### src/design/rte_params.svh
// Register offsets, field positions, reset values and address constants
`ifndef RTE_PARAMS_SVH
`define RTE_PARAMS_SVH

`define RTE_REG_CTRL 4'h0
`define RTE_REG_BANK 4'h1
`define RTE_REG_ACC 4'h2
`define RTE_REG_FLAGS 4'h3
`define RTE_REG_INDEX 4'h4
`define RTE_REG_STAT 4'h5

`define RTE_CTRL_EXT_BIT 0
`define RTE_FLAG_C_BIT 0
`define RTE_FLAG_Z_BIT 1
`define RTE_FLAG_N_BIT 2
`define RTE_STAT_BUSY_BIT 0

`define RTE_CTRL_RESET 1'h0
`define RTE_BANK_RESET 4'h0
`define RTE_ACC_RESET 8'h00
`define RTE_INDEX_RESET 12'h000

`define RTE_INDEXED_TOP 8'h5F
`define RTE_ACCESS_LOW_BANK 4'h0
`define RTE_ACCESS_HIGH_BANK 4'hF

`endif

### src/design/rte_pkg.sv
// Types shared by the rotate execution block
package rte_pkg;

  typedef enum logic [2:0] {
    RTE_IDLE = 3'b001,
    RTE_READ = 3'b010,
    RTE_EXEC = 3'b100
  } rte_state_t;

  typedef enum logic {
    RTE_OP_ROTATE_LEFT_NOCARRY = 1'b0,
    RTE_OP_ROTATE_RIGHT_THRU_CARRY = 1'b1
  } rte_op_t;

endpackage : rte_pkg

### src/design/rte_rotate_exec.sv
// Rotate instruction execution: operand fetch, rotate, write-back, registers
//
// What this block does
// - Rotate left without carry: bit 7 wraps to bit 0, carry untouched.
// - Rotate right through carry: carry acts as ninth bit of rotation.
// - Destination bit 0: result goes to accumulator, source register unchanged.
// - Destination bit 1: result written back to the source data register.
// - Access bit 0: address resolved in fixed access bank unless the indexed case below applies, bank select ignored.
// - Access bit 1: bank select register joined with 8-bit address field.
// - Extended mode, access bit 0, address 5Fh or below: indexed literal offset.
`timescale 1ns/1ps
`default_nettype none
`include "rte_params.svh"

module rte_rotate_exec
  import rte_pkg::*;
(
  // Clock and reset
  input wire logic core_clk,
  input wire logic sys_rst,
  // Register port
  input wire logic [3:0] reg_addr,
  input wire logic [15:0] reg_wdata,
  input wire logic reg_wr,
  input wire logic reg_rd,
  output logic [15:0] reg_rdata,
  // Instruction issue
  input wire logic instr_valid,
  input wire logic instr_op,
  input wire logic instr_dest,
  input wire logic instr_access,
  input wire logic [7:0] instr_faddr,
  output logic instr_ready,
  // Data memory
  output logic [11:0] mem_addr,
  output logic mem_rd,
  input wire logic [7:0] mem_rdata,
  output logic mem_wr,
  output logic [7:0] mem_wdata,
  // Core state
  output logic [7:0] acc_out,
  output logic carry_out
);

  rte_state_t state;
  rte_state_t next_state;
  logic ext_enable;
  logic [3:0] bank_select_reg;
  logic [11:0] index_base;
  logic zero_flag;
  logic neg_flag;
  logic op_right;
  logic dest_mem;

  wire issue;
  wire indexed;
  wire [11:0] access_addr;
  wire [11:0] bank_addr;
  wire [11:0] index_addr;
  wire [11:0] eff_addr;
  wire [7:0] rot_result;
  wire rot_carry;
  wire rot_zero;
  wire rot_neg;
  wire exec_now;
  wire acc_from_instr;
  wire wr_ctrl;
  wire wr_bank;
  wire wr_acc;
  wire wr_flags;
  wire wr_index;
  wire [15:0] rd_mux;
  wire busy;

  // Address formation
  assign issue = instr_valid && instr_ready;
  assign indexed = ext_enable && !instr_access && (instr_faddr <= `RTE_INDEXED_TOP);
  assign access_addr = (instr_faddr <= `RTE_INDEXED_TOP) ?
                       {`RTE_ACCESS_LOW_BANK, instr_faddr} :
                       {`RTE_ACCESS_HIGH_BANK, instr_faddr};
  assign bank_addr = {bank_select_reg, instr_faddr};
  assign index_addr = index_base + {4'h0, instr_faddr};
  assign eff_addr = instr_access ? bank_addr : (indexed ? index_addr : access_addr);

  // Sequencing
  always_comb begin
    case (state)
      RTE_IDLE: next_state = issue ? RTE_READ : RTE_IDLE;
      RTE_READ: next_state = RTE_EXEC;
      RTE_EXEC: next_state = RTE_IDLE;
      default: next_state = RTE_IDLE;
    endcase
  end

  // Execute cycle: operand on the bus, result and flags land at its end
  assign exec_now = (state == RTE_EXEC);
  assign acc_from_instr = exec_now && !dest_mem;
  assign busy = !instr_ready;

  // Operand is taken straight off the memory bus in the execute cycle
  rte_rotate_unit u_rotate (
    .op_right(op_right),
    .operand(mem_rdata),
    .carry_in(carry_out),
    .result(rot_result),
    .carry_next(rot_carry),
    .zero_next(rot_zero),
    .neg_next(rot_neg)
  );

  always_ff @(posedge core_clk or posedge sys_rst) begin
    if (sys_rst) begin
      state <= RTE_IDLE;
      instr_ready <= 1'b1;
      mem_rd <= 1'b0;
    end else begin
      state <= next_state;
      instr_ready <= (next_state == RTE_IDLE);
      mem_rd <= issue;
    end
  end

  // Fields captured at issue; the address stays put so write-back hits the same byte
  always_ff @(posedge core_clk or posedge sys_rst) begin
    if (sys_rst) begin
      op_right <= 1'b0;
      dest_mem <= 1'b0;
      mem_addr <= 12'h000;
    end else if (issue) begin
      op_right <= (instr_op == RTE_OP_ROTATE_RIGHT_THRU_CARRY);
      dest_mem <= instr_dest;
      mem_addr <= eff_addr;
    end
  end

  // Write-back; same register address keeps read and write paired
  always_ff @(posedge core_clk or posedge sys_rst) begin
    if (sys_rst) begin
      mem_wr <= 1'b0;
      mem_wdata <= 8'h00;
    end else begin
      mem_wr <= exec_now && dest_mem;
      if (exec_now && dest_mem) begin
        mem_wdata <= rot_result;
      end
    end
  end

  // Register decode
  assign wr_ctrl = reg_wr && (reg_addr == `RTE_REG_CTRL);
  assign wr_bank = reg_wr && (reg_addr == `RTE_REG_BANK);
  assign wr_acc = reg_wr && (reg_addr == `RTE_REG_ACC);
  assign wr_flags = reg_wr && (reg_addr == `RTE_REG_FLAGS);
  assign wr_index = reg_wr && (reg_addr == `RTE_REG_INDEX);

  always_ff @(posedge core_clk or posedge sys_rst) begin
    if (sys_rst) begin
      ext_enable <= `RTE_CTRL_RESET;
      bank_select_reg <= `RTE_BANK_RESET;
      index_base <= `RTE_INDEX_RESET;
    end else begin
      if (wr_ctrl) begin
        ext_enable <= reg_wdata[`RTE_CTRL_EXT_BIT];
      end
      if (wr_bank) begin
        bank_select_reg <= reg_wdata[3:0];
      end
      if (wr_index) begin
        index_base <= reg_wdata[11:0];
      end
    end
  end

  // Accumulator: an instruction result wins over a software write in the same cycle
  always_ff @(posedge core_clk or posedge sys_rst) begin
    if (sys_rst) begin
      acc_out <= `RTE_ACC_RESET;
    end else if (acc_from_instr) begin
      acc_out <= rot_result;
    end else if (wr_acc) begin
      acc_out <= reg_wdata[7:0];
    end
  end

  // Flags: a left rotate passes the carry through unchanged
  always_ff @(posedge core_clk or posedge sys_rst) begin
    if (sys_rst) begin
      carry_out <= 1'b0;
      zero_flag <= 1'b0;
      neg_flag <= 1'b0;
    end else if (exec_now) begin
      carry_out <= rot_carry;
      zero_flag <= rot_zero;
      neg_flag <= rot_neg;
    end else if (wr_flags) begin
      carry_out <= reg_wdata[`RTE_FLAG_C_BIT];
      zero_flag <= reg_wdata[`RTE_FLAG_Z_BIT];
      neg_flag <= reg_wdata[`RTE_FLAG_N_BIT];
    end
  end

  // Read data, one cycle after the strobe; unmapped reads zero
  assign rd_mux = (reg_addr == `RTE_REG_CTRL) ? {15'h0000, ext_enable} :
                  (reg_addr == `RTE_REG_BANK) ? {12'h000, bank_select_reg} :
                  (reg_addr == `RTE_REG_ACC) ? {8'h00, acc_out} :
                  (reg_addr == `RTE_REG_FLAGS) ? {13'h0000, neg_flag, zero_flag, carry_out} :
                  (reg_addr == `RTE_REG_INDEX) ? {4'h0, index_base} :
                  (reg_addr == `RTE_REG_STAT) ? {mem_addr, 3'h0, busy} :
                  16'h0000;

  always_ff @(posedge core_clk or posedge sys_rst) begin
    if (sys_rst) begin
      reg_rdata <= 16'h0000;
    end else begin
      reg_rdata <= reg_rd ? rd_mux : 16'h0000;
    end
  end

endmodule : rte_rotate_exec

`default_nettype wire

### src/design/rte_rotate_unit.sv
// Combinational rotate datapath with carry and result flags
`timescale 1ns/1ps
`default_nettype none

module rte_rotate_unit
  import rte_pkg::*;
(
  // Operation and operand
  input wire logic op_right,
  input wire logic [7:0] operand,
  input wire logic carry_in,
  // Result
  output logic [7:0] result,
  output logic carry_next,
  output logic zero_next,
  output logic neg_next
);

  wire [7:0] left_result;
  wire [7:0] right_result;

  assign left_result = {operand[6:0], operand[7]};
  assign right_result = {carry_in, operand[7:1]};

  assign result = op_right ? right_result : left_result;
  assign carry_next = op_right ? operand[0] : carry_in;
  assign zero_next = (result == 8'h00);
  assign neg_next = result[7];

endmodule : rte_rotate_unit

`default_nettype wire

### config.mk
export PLATFORM = sky130hd
export DESIGN_NAME = rte_rotate_exec
export DESIGN_NICKNAME = d
export VERILOG_FILES = /design/src/design/rte_pkg.sv /design/src/design/rte_rotate_exec.sv /design/src/design/rte_rotate_unit.sv
export VERILOG_INCLUDE_DIRS = /design/src /design/src/design
export SDC_FILE = /design/constraint.sdc
export NUM_CORES = 1
export LEC_CHECK = 0
export BUFFER_PORTS_ARGS = -buffer_cell sky130_fd_sc_hd__buf_4
export CORE_UTILIZATION = 48
export DETAILED_ROUTE_END_ITERATION = 7
export PLACE_DENSITY = 0.76
export SYNTH_ARGS = -nofsm -noshare
export SYNTH_HDL_FRONTEND = slang
export SYNTH_SLANG_ARGS = --single-unit
### constraint.sdc
create_clock -name core_clk -period 2 [get_ports core_clk]
set_input_delay 0 -clock core_clk [delete_from_list [all_inputs] [get_ports core_clk]]
set_output_delay 0 -clock core_clk [all_outputs]
set_load 0.02 [all_outputs]
==> qor.txt <==
layout cells sized above 1 -> 0.318
PortBufs -> 87
Hold Slack -> 0.0209 ns
fin crit period -> 1.92 ns
Hold Crit Depth -> 3
Mapped Cells -> 344
Main synth FF type -> dfrtp_1
CP arrival -> 2.19 ns
nets -> 514
crit path kind -> reg -> reg
fin worst setup slack -> 0.0795 ns
compound-cell area share of the yosys netlist -> 0.141
worst-skew pair later-pin latency -> 0.35 ns
# rows -> 31
Critical R2R Launch -> index_base[0]$_DFFE_PP0P_
Synth Area in XOR/XNOR -> 0.0167
Critical Path Source Type -> register
EDFF count, synth -> 0
Yosys cell types -> 56
CTS max path bufs -> 2
Critical Path Fanout Max -> 3
initial antenna violation count -> 0
Worst Hold Class -> in -> reg
hold path startpoint -> mem_rdata[3]
CP Capture Type -> register
all-layer global routing usage -> 0.262
vias after detailed routing -> 3188
max-slew violation count -> 0
status -> complete, no violations
Tcrit/Tclk final -> 0.960
yosys warns -> 0
max FFs per register -> 16
unrepaired setup endpoints after global routing -> true
CP required -> 2.27 ns
# DRC -> 0
core region area -> 0.00733 mm²
largest net degree at the start of global routing -> 53
Inserted Clock Buffers -> 9
top flop regs -> reg_rdata: 16 flops, index_base: 12 flops, mem_addr: 12 flops
PwrDens -> 1140 mW/mm²
cells on worst reg2reg path -> 9
worst slack at placement -> 0.00993 ns
antenna-violating nets left -> 0
Die H -> 89.5 µm
Pleak -> 2.32 nW
global-route wire length before repair -> 15400 µm
Biggest register -> reg_rdata
main combinational cell family by area after synthesis -> multiplexers
Worst Setup SP -> index_base[0]$_DFFE_PP0P_
number of placed I/O pins -> 92
Final Util -> 0.677
area grow syn2layout -> 35.1%
Max Cap Violations -> 0
ys async rst share -> 1.00
die area -> 0.00800 mm²
Avg Cell Area, Syn -> 10.7 µm²
clock skew -> 0.0119 ns
CTS sink cnt -> 72
H-tree lvl count -> 3
Starting DRT DRC Count -> 238
Hold Fails Final Rpt -> 0
post-synthesis mux area share -> 0.148
drt via density -> 5.64
Tightest Pin Transition -> 0.704 ns
adder-cell area share of the yosys netlist -> 0.0327
Worst VDD drop -> 0.748 mV
die width -> 89.5 µm
TritonCTS clock tree -> yes
fmax -> 521 MHz
syn nets -> 397
Yosys reg bits -> 72
register area share after synthesis -> 0.491
root buffer cell -> clkbuf_8
Synth Cell Area -> 0.00367 mm²
post-synthesis simple-gate area fraction -> 0.132
Initial Utilization -> 0.501
Slew headroom -> 0.530
final setup fails -> 0
WL/cell -> 17.3 µm
total congestion overflow -> 0
clk slew on worst S/H paths -> 0.08 ns
RePlAce Congestion -> 0.909
vias in the first global route -> 3185
DRT Wirelength -> 9800 µm
Antenna diodes -> 0
Detail Placement HPWL -> 7070 µm
DRT Pass-1 Iters -> 4
[power breakdown]
part           switching (mW)  total, mW  internal (mW)
combinational            1.13       2.12          0.990
sequential              0.403       2.29           1.88
clock                   0.569       1.28          0.709
[critical path: stages, from the launching register on]
cell,delay [ns]
dfrtp_1,0.38
ha_2,0.19
inv_1,0.05
fa_2,0.33
nand2b_4,0.15
a211oi_2,0.19
buf_4,0.15
o211ai_1,0.10
xor2_1,0.17
o21ai_1,0.13
[worst paths after layout]
kind                       slack, ns                       end
setup / recovery                0.08  mem_addr[10]$_DFFE_PP0P_
hold / removal                  0.02    acc_out[2]$_DFFE_PP0P_
setup reg to reg                0.08  mem_addr[10]$_DFFE_PP0P_
hold reg to reg                 0.50        state[1]$_DFF_PP0_
max in group asynchronous       1.10        state[0]$_DFF_PP1_
min in group asynchronous       0.22   reg_rdata[13]$_DFF_PP0_
[cells by family after synthesis]
group           Yosys count
simple gates             95
mux                      49
buf+inv                  30
flops                    72
compound gates           82
xor+xnor                  7
fa+ha+maj                 9
[placed cells by master, fill, tap and decap left out, drive strengths merged, types with 3 or more instances in the layout]
cell type | synthesis | final
a211oi | 4 | 4
a21o | 4 | 4
a21oi | 28 | 28
a22oi | 7 | 7
a31oi | 4 | 4
a32oi | 4 | 4
and2 | 6 | 6
buf | 14 | 98
clkbuf | 4 | 10
dfrtp | 70 | 70
dlygate4sd3 | 0 | 26
ha | 8 | 8
inv | 11 | 12
mux2 | 32 | 32
mux2i | 16 | 16
nand2 | 23 | 23
nand3 | 8 | 8
nand3b | 3 | 3
nand4 | 3 | 3
nor2 | 33 | 33
nor3 | 4 | 4
nor3b | 3 | 3
o211ai | 3 | 3
o21ai | 17 | 17
o31ai | 3 | 3
xor2 | 5 | 5
[cells in the mapped netlist (3+ instances only)]
master / instances / area (µm²)
dfrtp_1: 70 / 1750
nor2_1: 32 / 120
a21oi_1: 28 / 140
nand2_1: 23 / 86.3
mux2_2: 17 / 191
mux2i_1: 16 / 160
mux2_1: 15 / 169
inv_1: 11 / 41.3
o21ai_1: 11 / 55.1
buf_2: 8 / 40.0
ha_1: 8 / 100
nand3_1: 8 / 40.0
a22oi_1: 7 / 52.6
o21ai_0: 6 / 30.0
and2_1: 5 / 31.3
xor2_1: 5 / 43.8
a211oi_1: 4 / 30.0
a21o_1: 4 / 30.0
a31oi_1: 4 / 25.0
a32oi_1: 4 / 35.0
clkbuf_1: 4 / 15.0
buf_1: 3 / 11.3
nand3b_1: 3 / 22.5
nand4_1: 3 / 18.8
nor3_1: 3 / 15.0
o211ai_1: 3 / 22.5
[per-layer routing]
metal,GRT usage,vias up,share of wire
met1,0.345,1554,0.42
li1,-,1475,-
met5,0,-,0
met3,0.0637,21,0.071
met4,0.0707,0,0.017
met2,0.434,138,0.50
[per-stage QoR]
step	power, mW	setup TNS, ns	instances	cell area, µm²
after floorplan	3.48	0	344	3670
after global placement	4.26	0	522	4440
after detailed placement	4.32	0	522	4440
after CTS	5.65	0	564	4930
after global routing	5.98	-0.0321	565	4960
final	5.68	0	565	4960
[timing repair]
| item | CTS | global route |
|---|---|---|
| buffers inserted | 0 | 1 |
| endpoints found under the hold margin | 53 | 0 |
| resized for setup | 2 | 6 |
| endpoints found under the setup margin | 3 | 6 |
| pin swaps | 0 | 0 |
| hold buffers | 26 | 0 |
[final cells by class]
class                           count  area (µm²)
Clock buffer                       10         128
Clock inverter                      6        92.6
Fill cell                         559        2370
Inverter                           12        45.0
Multi-Input combinational cell    242        1760
Sequential cell                    72        1800
Tap cell                           99         124
Timing Repair Buffer              124        1010
Note: power is estimated with default switching activity, not from simulation.
